[config.mk]
export PLATFORM = sky130hd
export DESIGN_NAME = dpc_port_ctrl
export DESIGN_NICKNAME = d
export VERILOG_FILES = /design/src/dpc_pkg.sv /design/src/dpc_wait_cnt.sv /design/src/dpc_port_ctrl.sv
export SDC_FILE = /design/constraint.sdc
export NUM_CORES = 1
export LEC_CHECK = 0
export BUFFER_PORTS_ARGS = -buffer_cell sky130_fd_sc_hd__buf_4
export CORE_ASPECT_RATIO = 1.2
export CORE_MARGIN = 10
export CORE_UTILIZATION = 34
export CTS_CLUSTER_DIAMETER = 40
export DETAILED_ROUTE_END_ITERATION = 8
export HOLD_SLACK_MARGIN = 0.03
export PLACE_DENSITY = 0.56
export SLEW_MARGIN = 20
export SYNTH_ARGS = -nofsm -noshare
export SYNTH_HDL_FRONTEND = slang
export SYNTH_SLANG_ARGS = --single-unit
export TNS_END_PERCENT = 100
[constraint.sdc]
create_clock -name mclk -period 3.27 [get_ports mclk]
set_input_delay 0.327 -clock mclk [delete_from_list [all_inputs] [get_ports mclk]]
set_output_delay 0.327 -clock mclk [all_outputs]
set_load 0.02 [all_outputs]
[src/dpc_pkg.sv]
package dpc_pkg;

	// ===========================================================
	// widths
	localparam int DPC_ADDR_W  = 13;
	localparam int DPC_DATA_W  = 16;
	localparam int DPC_LATCH_W = 3;

	// ===========================================================
	// timing, ns and derived cycles at 40 MHz
	localparam int DPC_CLK_PS       = 25000;
	localparam int DPC_T_ACC_NS     = 55;   // slowest grade access
	localparam int DPC_T_PWE_NS     = 45;   // write pulse allowance
	localparam int DPC_T_SOP_NS     = 20;   // semaphore update pulse
	localparam int DPC_T_SWRD_NS    = 15;   // semaphore write to read
	localparam int DPC_T_WH_NS      = 40;   // r/w high after busy high
	localparam int DPC_ACC_CYC  = (DPC_T_ACC_NS * 1000 + DPC_CLK_PS - 1) / DPC_CLK_PS;
	localparam int DPC_PWE_CYC  = (DPC_T_PWE_NS * 1000 + DPC_CLK_PS - 1) / DPC_CLK_PS;
	localparam int DPC_SOP_CYC  = (DPC_T_SOP_NS * 1000 + DPC_CLK_PS - 1) / DPC_CLK_PS;
	localparam int DPC_SWRD_CYC = (DPC_T_SWRD_NS * 1000 + DPC_CLK_PS - 1) / DPC_CLK_PS;
	localparam int DPC_WH_CYC   = (DPC_T_WH_NS * 1000 + DPC_CLK_PS - 1) / DPC_CLK_PS;
	localparam int DPC_CNT_W    = 4;

	// ===========================================================
	// semaphore data bit values
	localparam logic DPC_LATCH_TAKE = 1'b0;
	localparam logic DPC_LATCH_FREE = 1'b1;

	// ===========================================================
	// user commands
	typedef enum logic [1:0]
	{
		DPC_CMD_RD     = 2'b00,
		DPC_CMD_WR     = 2'b01,
		DPC_CMD_SEMREQ = 2'b10,
		DPC_CMD_SEMREL = 2'b11
	} dpc_cmd_t;

	typedef struct packed
	{
		dpc_cmd_t              cmd;
		logic [DPC_ADDR_W-1:0] addr;
		logic [DPC_DATA_W-1:0] wdata;
		logic [1:0]            byteEn; // [1] upper, [0] lower
	} dpc_req_t;

	typedef struct packed
	{
		logic [DPC_DATA_W-1:0] rdata;
		logic                  latchOwned;
		logic                  busyHit;
	} dpc_rsp_t;

	// port pins driven toward the device, active low except addr and rw
	typedef struct packed
	{
		logic [DPC_ADDR_W-1:0] addr;
		logic                  portSelect_n;
		logic                  readWrite;
		logic                  outputEnable_n;
		logic                  upper_byte_select_n;
		logic                  lower_byte_select_n;
		logic                  semaphore_select_n;
	} dpc_pins_t;

endpackage : dpc_pkg

[src/dpc_wait_cnt.sv]
`timescale 1ns/1ps
`default_nettype none
// counts down a loaded number of cycles; done is high when zero
module dpc_wait_cnt
	import dpc_pkg::*;
#(
	parameter int W = DPC_CNT_W
)
(
	// clock and reset
	input  wire logic         mclk,
	input  wire logic         rst,
	// control
	input  wire logic         load,
	input  wire logic [W-1:0] loadVal,
	output logic              done
);

	logic [W-1:0] cnt_r;
	logic [W-1:0] cnt_nxt;

	// ===========================================================
	// next count
	always_comb
	begin
		cnt_nxt = cnt_r;
		if (load)
			cnt_nxt = loadVal;
		else if (cnt_r != '0)
			cnt_nxt = cnt_r - 1'b1;
	end

	always_ff @(posedge mclk or posedge rst)
	begin
		if (rst)
			cnt_r <= '0;
		else
			cnt_r <= cnt_nxt;
	end

	assign done = (cnt_r == '0);

endmodule : dpc_wait_cnt
`default_nettype wire

[src/dpc_port_ctrl.sv]
`timescale 1ns/1ps
`default_nettype none
// controller for one port of the dual-port memory: array reads and writes,
// semaphore request and release, busy-aware write timing, retention hold
module dpc_port_ctrl
	import dpc_pkg::*;
(
	// clock and reset
	input  wire logic                  mclk,
	input  wire logic                  rst,
	// user request
	input  wire logic                  reqValid,
	input  wire dpc_req_t              req,
	output logic                       reqReady,
	output logic                       rspValid,
	output dpc_rsp_t                   rsp,
	// retention hold request
	input  wire logic                  retainHold,
	// device pins
	output dpc_pins_t                  pins,
	input  wire logic [DPC_DATA_W-1:0] dataIn,
	output logic [DPC_DATA_W-1:0]      dataOut,
	output logic                       dataOe_n,
	input  wire logic                  busyIn_n
);

	// ===========================================================
	// state machine
	typedef enum logic [2:0]
	{
		ST_IDLE   = 3'b000,
		ST_SETUP  = 3'b001,
		ST_STROBE = 3'b010,
		ST_HOLD   = 3'b011,
		ST_GAP    = 3'b100,
		ST_SEMRD  = 3'b101,
		ST_DONE   = 3'b110
	} dpc_state_t;

	dpc_state_t            state_r,   state_nxt;
	dpc_req_t              cur_r,     cur_nxt;
	dpc_pins_t             pins_r,    pins_nxt;
	logic [DPC_DATA_W-1:0] dout_r,    dout_nxt;
	logic                  oeN_r,     oeN_nxt;
	dpc_rsp_t              rsp_r,     rsp_nxt;
	logic                  rspV_r,    rspV_nxt;
	logic                  busySeen_r, busySeen_nxt;
	logic                  cntLoad;
	logic [DPC_CNT_W-1:0]  cntVal;
	logic                  cntDone;
	logic                  isWrite;
	logic                  isLatch;

	dpc_wait_cnt #(.W(DPC_CNT_W)) u_wait
	(
		.mclk    (mclk),
		.rst     (rst),
		.load    (cntLoad),
		.loadVal (cntVal),
		.done    (cntDone)
	);

	assign isWrite  = (cur_r.cmd != DPC_CMD_RD);
	assign isLatch  = cur_r.cmd[1];
	assign reqReady = (state_r == ST_IDLE) && !retainHold;

	// ===========================================================
	// next-state and pin sequencing
	always_comb
	begin
		state_nxt    = state_r;
		cur_nxt      = cur_r;
		pins_nxt     = pins_r;
		dout_nxt     = dout_r;
		oeN_nxt      = oeN_r;
		rsp_nxt      = rsp_r;
		rspV_nxt     = 1'b0;
		busySeen_nxt = busySeen_r;
		cntLoad      = 1'b0;
		cntVal       = '0;
		unique case (state_r)
			ST_IDLE:
			begin
				// idle: port and semaphore selects high, byte selects unchanged, r/w high, pins released
				pins_nxt.portSelect_n       = 1'b1;
				pins_nxt.semaphore_select_n = 1'b1;
				pins_nxt.readWrite          = 1'b1;
				pins_nxt.outputEnable_n     = 1'b1;
				oeN_nxt                     = 1'b1;
				if (reqValid && !retainHold)
				begin
					cur_nxt      = req;
					busySeen_nxt = 1'b0;
					// address moves only while r/w is high
					pins_nxt.addr = req.addr;
					if (req.cmd[1])
					begin
						// semaphore: byte selects ignored, lower held low for the write strobe
						pins_nxt.addr                = {{(DPC_ADDR_W-DPC_LATCH_W){1'b0}}, req.addr[DPC_LATCH_W-1:0]};
						pins_nxt.upper_byte_select_n = 1'b1;
						pins_nxt.lower_byte_select_n = 1'b0;
						dout_nxt = {{(DPC_DATA_W-1){1'b1}},
							(req.cmd == DPC_CMD_SEMREQ) ? DPC_LATCH_TAKE : DPC_LATCH_FREE};
					end
					else
					begin
						pins_nxt.upper_byte_select_n = !req.byteEn[1];
						pins_nxt.lower_byte_select_n = !req.byteEn[0];
						dout_nxt = req.wdata;
					end
					state_nxt = ST_SETUP;
				end
			end
			ST_SETUP:
			begin
				// select and r/w fall on one edge, so the device keeps its outputs quiet for a write
				if (isLatch)
				begin
					pins_nxt.portSelect_n       = 1'b1;
					pins_nxt.semaphore_select_n = 1'b0;
				end
				else
				begin
					pins_nxt.portSelect_n       = 1'b0;
					pins_nxt.semaphore_select_n = 1'b1;
				end
				pins_nxt.outputEnable_n = isWrite;
				state_nxt = ST_STROBE;
				cntLoad   = 1'b1;
				cntVal    = isWrite ? DPC_CNT_W'(DPC_PWE_CYC) : DPC_CNT_W'(DPC_ACC_CYC);
				if (isWrite)
				begin
					pins_nxt.readWrite = 1'b0;
					// we drive only once the device output enable is off
					oeN_nxt = 1'b0;
				end
			end
			ST_STROBE:
			begin
				if (!busyIn_n)
					busySeen_nxt = 1'b1;
				// an array write under busy is stretched until busy rises; semaphore writes are not
				if (cntDone && (busyIn_n || !isWrite || isLatch))
				begin
					if (!isWrite)
						rsp_nxt.rdata = dataIn;
					pins_nxt.readWrite = 1'b1;
					state_nxt = ST_HOLD;
					cntLoad   = 1'b1;
					cntVal    = busySeen_r ? DPC_CNT_W'(DPC_WH_CYC) : DPC_CNT_W'(1);
				end
			end
			ST_HOLD:
			begin
				// deselect and release the data bus on the same edge
				pins_nxt.portSelect_n       = 1'b1;
				pins_nxt.semaphore_select_n = 1'b1;
				pins_nxt.outputEnable_n     = 1'b1;
				oeN_nxt                     = 1'b1;
				if (cntDone)
				begin
					state_nxt = ST_GAP;
					cntLoad   = 1'b1;
					cntVal    = isLatch ? DPC_CNT_W'(DPC_SWRD_CYC) : DPC_CNT_W'(DPC_SOP_CYC);
				end
			end
			ST_GAP:
			begin
				if (cntDone)
				begin
					if (isLatch)
					begin
						// read back the latch to learn the arbitration outcome
						pins_nxt.semaphore_select_n = 1'b0;
						pins_nxt.outputEnable_n     = 1'b0;
						state_nxt = ST_SEMRD;
						cntLoad   = 1'b1;
						cntVal    = DPC_CNT_W'(DPC_ACC_CYC);
					end
					else
						state_nxt = ST_DONE;
				end
			end
			ST_SEMRD:
			begin
				if (cntDone)
				begin
					rsp_nxt.rdata    = dataIn;
					rsp_nxt.latchOwned = (dataIn[0] == DPC_LATCH_TAKE);
					pins_nxt.semaphore_select_n = 1'b1;
					pins_nxt.outputEnable_n     = 1'b1;
					state_nxt = ST_DONE;
				end
			end
			ST_DONE:
			begin
				rsp_nxt.busyHit = busySeen_r;
				if (!isLatch)
					rsp_nxt.latchOwned = 1'b0;
				rspV_nxt  = 1'b1;
				state_nxt = ST_IDLE;
			end
			default:
				state_nxt = ST_IDLE;
		endcase
	end

	// ===========================================================
	// registers; reset leaves both selects high
	always_ff @(posedge mclk or posedge rst)
	begin
		if (rst)
		begin
			state_r    <= ST_IDLE;
			cur_r      <= '0;
			pins_r     <= '{addr: '0, portSelect_n: 1'b1, readWrite: 1'b1, outputEnable_n: 1'b1,
				upper_byte_select_n: 1'b1, lower_byte_select_n: 1'b1, semaphore_select_n: 1'b1};
			dout_r     <= '0;
			oeN_r      <= 1'b1;
			rsp_r      <= '0;
			rspV_r     <= 1'b0;
			busySeen_r <= 1'b0;
		end
		else
		begin
			state_r    <= state_nxt;
			cur_r      <= cur_nxt;
			pins_r     <= pins_nxt;
			dout_r     <= dout_nxt;
			oeN_r      <= oeN_nxt;
			rsp_r      <= rsp_nxt;
			rspV_r     <= rspV_nxt;
			busySeen_r <= busySeen_nxt;
		end
	end

	assign pins     = pins_r;
	assign dataOut  = dout_r;
	assign dataOe_n = oeN_r;
	assign rsp      = rsp_r;
	assign rspValid = rspV_r;

endmodule : dpc_port_ctrl
`default_nettype wire

Yosys cells after proc, flatten, opt, wreduce, memory -nomap -nowiden
Index checks and enable logic that the tools add are counted.
Storage, ports and cells
  register bits after elaboration: 65
  bits of input ports: 54
Cells by class
  bitwise gates (word level): 1
  reductions and logical operators: 29
  mux-type cells: 46
  equality and inequality tests: 17
  $add $sub $neg: 1
Operators by type and width (count)
  16-bit two-way mux: 3
  16-bit one-hot mux with 2 select lines: 1
  2-bit inequality test (second input constant): 9
  3-bit one-hot mux with 6 select lines: 1
  1-bit two-way mux: 17
  17-bit two-way mux: 1
  3-bit two-way mux: 5
  13-bit two-way mux: 1
  2-bit two-way mux: 6
  1-bit one-hot mux with 4 select lines: 3
  2-bit nonzero test: 6
  3-bit == test (second input constant): 3
  3-bit AND reduction: 3
  4-bit two-way mux: 2
  1-bit one-hot mux with 2 select lines: 4
  2-bit one-hot mux with 4 select lines: 1
  4-bit AND reduction: 2
  4-bit nonzero test: 2
  3-bit by 2-bit == test with 1-bit output (second input constant): 2
  5-bit AND reduction: 1
  1-bit zero test: 4
  4-bit zero test: 1
  2-bit AND reduction: 2
  4-bit by 1-bit subtractor with 4-bit output (second input constant): 1
  10 further kinds: 13

Logic depth before layout (Yosys ltp)
Gate-level depths: netlist of run 1.
  depth after elaboration: 8
  mapped depth: 7
  depth with buffers taken out: 6

Hierarchy
A second synthesis of run 1 with hierarchy kept.
Second synthesis, totals
  cell total of the unflattened synthesis: 274
  area total of the unflattened synthesis: 2959.1 sq um
By module, submodules not included
  dpc_port_ctrl: area each 2722.6 sq um, instances 1, cells each 251
  dpc_wait_cnt: area each 236.5 sq um, instances 1, cells each 23

Worst setup path after synthesis of run 1
No wires, ideal clock.
  kind: reg-to-reg
  from: register u_wait.cnt_r[0]
  to: register rsp_r, in the netlist rsp[10]
  clock period less this slack: 1.939 ns
  arrival time: 1.814 ns
  setup slack: 1.331 ns
  setup time: 0.125 ns
  buffers on the path: 2
  cell stages (with the launch flop): 8
  cells stage by stage: dfrtp_1 -> inv_1 -> ha_1 -> or3b_1 -> buf_4 -> a21oi_4 -> buf_12 -> mux2_4
Between the ends
  cells in the longest elaborated chain, start to end: 4
Ends and longest elaborated chain
  from (decl): RTL line dpc_wait_cnt.sv:19  | logic [W-1:0] cnt_r;
  from (signal assigned): RTL line dpc_wait_cnt.sv:38  | cnt_r <= cnt_nxt;
  4-bit zero test *: RTL line dpc_wait_cnt.sv:41  | assign done = (cnt_r == '0);
  1-bit logical AND: RTL line dpc_port_ctrl.sv:143  | if (cntDone && (busyIn_n || !isWrite || isLatch))
  2-bit inequality test (no line)
  4-bit AND reduction (no line) *
  to (signal assigned): RTL line dpc_port_ctrl.sv:231  | rsp_r <= rsp_nxt;
  to (decl): RTL line dpc_port_ctrl.sv:45  | dpc_rsp_t rsp_r, rsp_nxt;
Mark *: on every way between the ends. The rest lies on a longest branch, timed or not.
A chain may end at the register's enable or synchronous reset.

Final worst setup path of run 1
  from: register u_wait.cnt_r[0]
  to: register rsp_r, in the netlist rsp[14]
The elaborated chain is that of the path after synthesis.

==> results of run 1 <==
[final timing paths]
| kind | startpoint | endpoint | depth (start not counted) |
|---|---|---|---|
| setup / recovery | u_wait.cnt_r[0]$_DFFE_PP0P_ | rsp[14]$_DFFE_PP0P_ | 5 |
| hold reg to reg | pins[1]$_DFFE_PP1P_ | pins[1]$_DFFE_PP1P_ | 2 |
| min in group mclk | req[0] | pins[1]$_DFFE_PP1P_ | 2 |
| max in group asynchronous | rst | pins[1]$_DFFE_PP1P_ | 3 |
| setup reg to reg | u_wait.cnt_r[0]$_DFFE_PP0P_ | rsp[14]$_DFFE_PP0P_ | 5 |
| hold / removal | rst | rsp[1]$_DFFE_PP0P_ | 2 |
[layout make-up]
cell class / count / area, um^2
Clock inverter: 5 / 31.28
Sequential cell: 65 / 1635
Timing Repair Buffer: 113 / 848.3
Inverter: 6 / 22.52
Clock buffer: 11 / 141.4
Multi-Input combinational cell: 191 / 1199
Fill cell: 871 / 4494
Tap cell: 117 / 146.4
[metal layers]
metal,track usage (%),vias to the layer above,part of all wire [%]
li1,-,1172,-
met5,0,-,0
met2,17.36,88,43
met3,7.237,12,9.9
met1,15.05,1122,46
met4,4.897,0,1.3
[synthesized netlist by cell type, drive strengths merged, types with 2 or more instances]
master	instances
a21o	2
a21oi	9
a22oi	2
a31oi	2
buf	6
clkbuf	12
dfrtp	58
dfstp	7
ha	2
inv	6
mux2	21
nand2	45
nand2b	11
nor2	24
nor2b	3
nor3	7
nor3b	5
nor4	2
o21a	2
o21ai	37
o31ai	2
[cells in the final DEF, fill, tap and decap left out, types with 2 or more instances in the layout]
cell / count
nand2b_1: 11
o31ai_1: 2
dfstp_2: 7
clkinv_2: 3
a21oi_1: 8
inv_1: 5
nor3_1: 7
mux2_2: 8
buf_4: 113
clkbuf_8: 10
nor3b_1: 3
a31oi_1: 2
nor2b_1: 3
nor2_1: 24
a21o_1: 2
nand2_2: 2
ha_1: 2
o21a_1: 2
o21ai_0: 37
a22oi_1: 2
mux2_1: 3
mux2_4: 10
nand2_1: 43
dfrtp_1: 58
[kinds of logic after synthesis]
group	count (synthesis)
AO/OA/AOI/OAI	65
adder cells (fa/ha/maj)	2
buffers and inverters	24
flip-flops	65
AND/OR/NAND/NOR	101
XOR/XNOR	1
multiplexers	22
[metrics by stage]
step | cells | setup slack, ps | hold WS (ps) | cell area [um^2]
final | 508 | 958.8 | 109.4 | 4024
after global routing | 508 | 718.5 | 119.4 | 4024
after CTS | 508 | 927.8 | 109.5 | 4024
after detailed placement | 492 | 945.0 | 468.8 | 3851
after global placement | 492 | 987.4 | 463.0 | 3851
after floorplan | 280 | 1328 | 390.5 | 2952
[power groups by stage]
stage | combinational (mW) | sequential, mW | clock [mW]
after floorplan | 0.782 | 1.81 | 0
after global placement | 1.83 | 1.49 | 0
after detailed placement | 1.85 | 1.50 | 0
after CTS | 1.85 | 1.49 | 0.627
after global routing | 2.00 | 1.55 | 0.676
final | 1.81 | 1.49 | 0.609
[flip-flops by register name, indices dropped and copies added (netlist names)]
name,flops
rspValid,1
dataOut,16
rsp,18
pins,19
cur_r,2
state_r,3
busySeen_r,1
u_wait.cnt_r,4
dataOe_n,1
[critical path: stages (launching register included)]
cell and delay, ps:
dfrtp_1 420, inv_1 100, ha_1 170, or3b_1 530, a21oi_4 580, mux2_2 400
==> flow_summary.ini, run 1 <==
[sta]
worst_slew_pin_slew_ps = 786.9
period_needed_ps = 2311
finalSetupViolCount = 0
fmax_mhz = 432.7
setup_tns_ps = 0
final_max_slew_viol_count = 0
hold_violations = 0
slew-limit-headroom_pct = 47.43
rsz0062_at_grt = false
clock_skew_ps = 9.181
finalCritPeriodShare_pct = 70.68

[setup_path]
crit_arrival_ps = 2540
start_kind = register
critPathMaxFanout = 16
r2r_slack_ps = 960
crit_type = register to register
required_ps = 3500
end_kind = register

[floorplanning]
rows = 37
die-width_um = 105.1
initial_utilization_pct = 34.65
die_area_um2 = 12820
io_pins = 110
core-area_um2 = 8518
die_y_um = 122.1

[global_routing]
grt_overflow = 0
antenna_found_initial = 0
grt_pass1_wl_mm = 12.88
first_global_vias = 2550
grt_max_degree = 47
track_usage_pct = 12.30

[drt]
ant_nets = 0
first_pass_iters = 4
dr_total_vias = 2394
drt-total-wl_mm = 7.638
via_per_inst = 4.713
route.detailed.drc = 0
drtIter0Drc = 108
wl_per_cell_um = 15.04

[power]
pwr-share-clk_pct = 15.6
pwr-share-seq_pct = 38.1
powerDensity_nw_per_um2 = 971.2
power.share.combinational_pct = 46.3
internal_power_mw = 2.344
leakage_nw = 1.928
vdd_drop_max_uv = 427.1
p_sw_share_pct = 40.01
switchingPower_mw = 1.564
total_power_mw = 3.908

[clock_network]
cts-hold-fix-buffers = 0
clk_pin_slew_ps = 70
clock_path_buffers = 2
clock-sinks = 65
clkLatencyLatePin_ps = 350
cts_tree = done
cts_max_level = 3
cts_resized = 0
cts_root_buffer = clkbuf_8
post_cts_buffers = 0
cts_buffers = 9

[placed_design]
dp_hpwl_mm = 5.698
io_buffers = 109
gp_congestion = 0.7750

[yosys]
ys.flop_type = dfrtp_1
avgSynthCellArea_um2 = 10.54
synth_edf_count = 0
yosysTopAreaCell = dfrtp_1
synth_xor_area_share_pct = 0.2967
synth-compound-area-share_pct = 13.31
syn_nets = 336
ys_seq_area_share_pct = 55.40
ys_top_cells_by_area = dfrtp_1 (49%), o21ai_0 (6.3%), dfstp_2 (6.2%)
synth-adder-area-share_pct = 0.8478
synth.area.mux_share_pct = 9.623
synthSimpleGateAreaFrac_pct = 16.45
yosys_warnings = 0
synth_area_um2 = 2952
syn_inst = 280
synth_seq_cells = 65
synth_top_family_by_area = simple AND/OR/NAND/NOR gates
yosysTopAreaCellShare_pct = 49.17
synthDistinctLibCells = 47
synthArstFlopShare_pct = 100.0

[job]
max-cap-violations = 0

[outcome]
status = completed

[finish]
fin_nets = 442
fin_util_pct = 47.24
antennaDiodeCount = 0
synthToLayoutAreaGrowth_pct = 36.33
drive_gt1_share_pct = 40.92

[worst_hold_path]
min_path_type = input pin to async pin
No activity file was read; power rests on OpenSTA's default activity.
==> inputs of run 2 (changes only) <==
==> constraint.sdc (replaced) <==
create_clock -name mclk -period 2.3 [get_ports mclk]
set_input_delay 0.23 -clock mclk [delete_from_list [all_inputs] [get_ports mclk]]
set_output_delay 0.23 -clock mclk [all_outputs]
set_load 0.02 [all_outputs]
==> run 2 against run 1 <==
Compared with the run above:
- clock power increased by 54%
- largest power group unchanged
- global-route usage grew 0.052 points
- critical path type unchanged
- final cell count grew 1.8%
- fmax grew 16%
- core utilization rose by 1.2 points
- sequential share of layout area fell by 1.0 points
- register-to-register slack got worse by 650 ps
- largest cell class unchanged
- hold slack got worse by 8.0 ps
- total power increased by 46%
- worst setup slack worse by 650 ps
- wire length increased by 0.55%
==> flow_summary.ini, run 2 (same netlist as run 1, synthesis figures left out) <==
[placed_design]
io_buffers = 109
gp_congestion = 0.8352
dp_hpwl_mm = 5.832

[sta]
worst_slew_pin_slew_ps = 519.9
final_max_slew_viol_count = 0
rsz0062_at_grt = false
setup_tns_ps = 0
clock_skew_ps = 5.481
finalSetupViolCount = 0
finalCritPeriodShare_pct = 86.42
slew-limit-headroom_pct = 65.19
period_needed_ps = 1988
fin_hold_ws_ps = 101.3
hold_violations = 0
fmax_mhz = 503.1

[setup_path]
end_kind = register
crit_arrival_ps = 2210
reg2regPathDepth = 6
startpoint = u_wait.cnt_r[0]$_DFFE_PP0P_
r2r-end = rsp[15]$_DFFE_PP0P_
slowest_stage = dfrtp_1
cpPeakStageDelay_ps = 420
start_kind = register
worstSetupEndpoint = rsp[15]$_DFFE_PP0P_
required_ps = 2530
critPathMaxFanout = 16
crit_type = register to register
timing.rr.start = u_wait.cnt_r[0]$_DFFE_PP0P_
cp_cell_sequence = inv_1 > ha_1 > or3b_1 > a21oi_4 > buf_4 > mux2_2
r2r_slack_ps = 310

[floorplanning]
core-area_um2 = 8518
die-width_um = 105.1
io_pins = 110
die_y_um = 122.1
rows = 37
initial_utilization_pct = 34.65
die_area_um2 = 12820

[global_routing]
grt_max_degree = 39
track_usage_pct = 12.35
grt_overflow = 0
antenna_found_initial = 0
grt_pass1_wl_mm = 12.94
first_global_vias = 2560

[drt]
route.detailed.drc = 0
drt-total-wl_mm = 7.680
dr_total_vias = 2408
wl_per_cell_um = 14.85
drtIter0Drc = 92
via_per_inst = 4.658
first_pass_iters = 4
ant_nets = 0

[clock_network]
cts_tree = done
cts_root_buffer = clkbuf_8
clock_path_buffers = 2
clock-sinks = 65
cts-hold-fix-buffers = 2
clk_pin_slew_ps = 70
cts_buffers = 9
post_cts_buffers = 0
clkLatencyLatePin_ps = 340
cts_max_level = 3
cts_resized = 0

[finish]
multiInputGateArea_um2 = 1199
fill_cells = 840
final_common_cell = buf_4
fin_nets = 452
synthToLayoutAreaGrowth_pct = 39.85
largest_reg_flops = 19
final_cell_mix = buf_4 (120), dfrtp_1 (58), nand2_1 (43)
drive_gt1_share_pct = 41.75
seq_area_um2 = 1635
antennaDiodeCount = 0

[power]
leakage_nw = 1.984
vdd_drop_max_uv = 704.9
powerDensity_nw_per_um2 = 1383

[worst_hold_path]
min_path_type = input pin to register

[job]
max-cap-violations = 0

[outcome]
status = completed
==> run 2: cell count changes in the layout (fill, tap and decap cells not counted) <==
| cell | previous run | this run |
|---|---|---|
| clkbuf_8 | 10 | 9 |
| bufinv_16 | 0 | 1 |
| inv_6 | 0 | 1 |
| clkinv_2 | 3 | 2 |
| buf_12 | 0 | 1 |
| dlygate4sd3_1 | 0 | 2 |
| clkinv_4 | 1 | 0 |
| buf_4 | 113 | 120 |
==> run 2: layout make-up <==
type / count / share of cell area [%]
clock buffers: 10 / 3.092
clock inverters: 5 / 1.364
inverters: 6 / 0.5456
multi-input cells: 191 / 29.04
flip-flops and latches: 65 / 39.62
well taps: 117 / 3.547
repair buffers: 123 / 22.79
==> run 2: worst min path at each step <==
stage          depth (start not counted)                      to  slack [ps]     from
5_1_grt                                2     pins[7]$_DFFE_PP0P_          90  req[19]
6_report                               2     pins[8]$_DFFE_PP0P_         100  req[20]
4_1_cts                                2     pins[7]$_DFFE_PP0P_          80  req[19]
3_5_place_dp                           2  state_r[2]$_DFFE_PP0P_         320      rst
3_3_place_gp                           2  state_r[2]$_DFFE_PP0P_         330      rst
2_1_floorplan                          1     pins[1]$_DFFE_PP1P_         290   req[0]
==> run 2: power breakdown <==
part / switching (mW) / internal [mW]
clock network: 0.442 / 0.495
registers: 0.388 / 1.71
logic: 1.40 / 1.27
==> run 2: worst max-delay path: cells and delay by family, from the launching register on <==
| family | cells | cell delay [ps] |
|---|---|---|
| flops | 1 | 420 |
| fa+ha+maj | 1 | 180 |
| buf+inv | 2 | 370 |
| compound gates | 1 | 120 |
| simple gates | 1 | 410 |
| mux | 1 | 370 |
==> run 2: per-layer routing <==
metal	up-vias	track usage [%]	part of all wire (%)
li1	1186	-	-
met1	1103	14.87	43
met2	102	17.48	43
met3	17	7.132	11
met4	0	5.670	2.1
met5	-	0	0
==> run 2: through the flow <==
step	instances	total power, mW	util, %	setup WS, ps	area [um^2]
2_1_floorplan	280	3.688	-	360.7	2952
3_3_place_gp	500	4.796	46.06	364.7	3924
3_5_place_dp	500	4.832	46.06	310.9	3924
4_1_cts	517	5.800	48.46	299.4	4128
5_1_grt	517	6.152	48.46	162.3	4128
6_report	517	5.707	48.46	312.3	4128
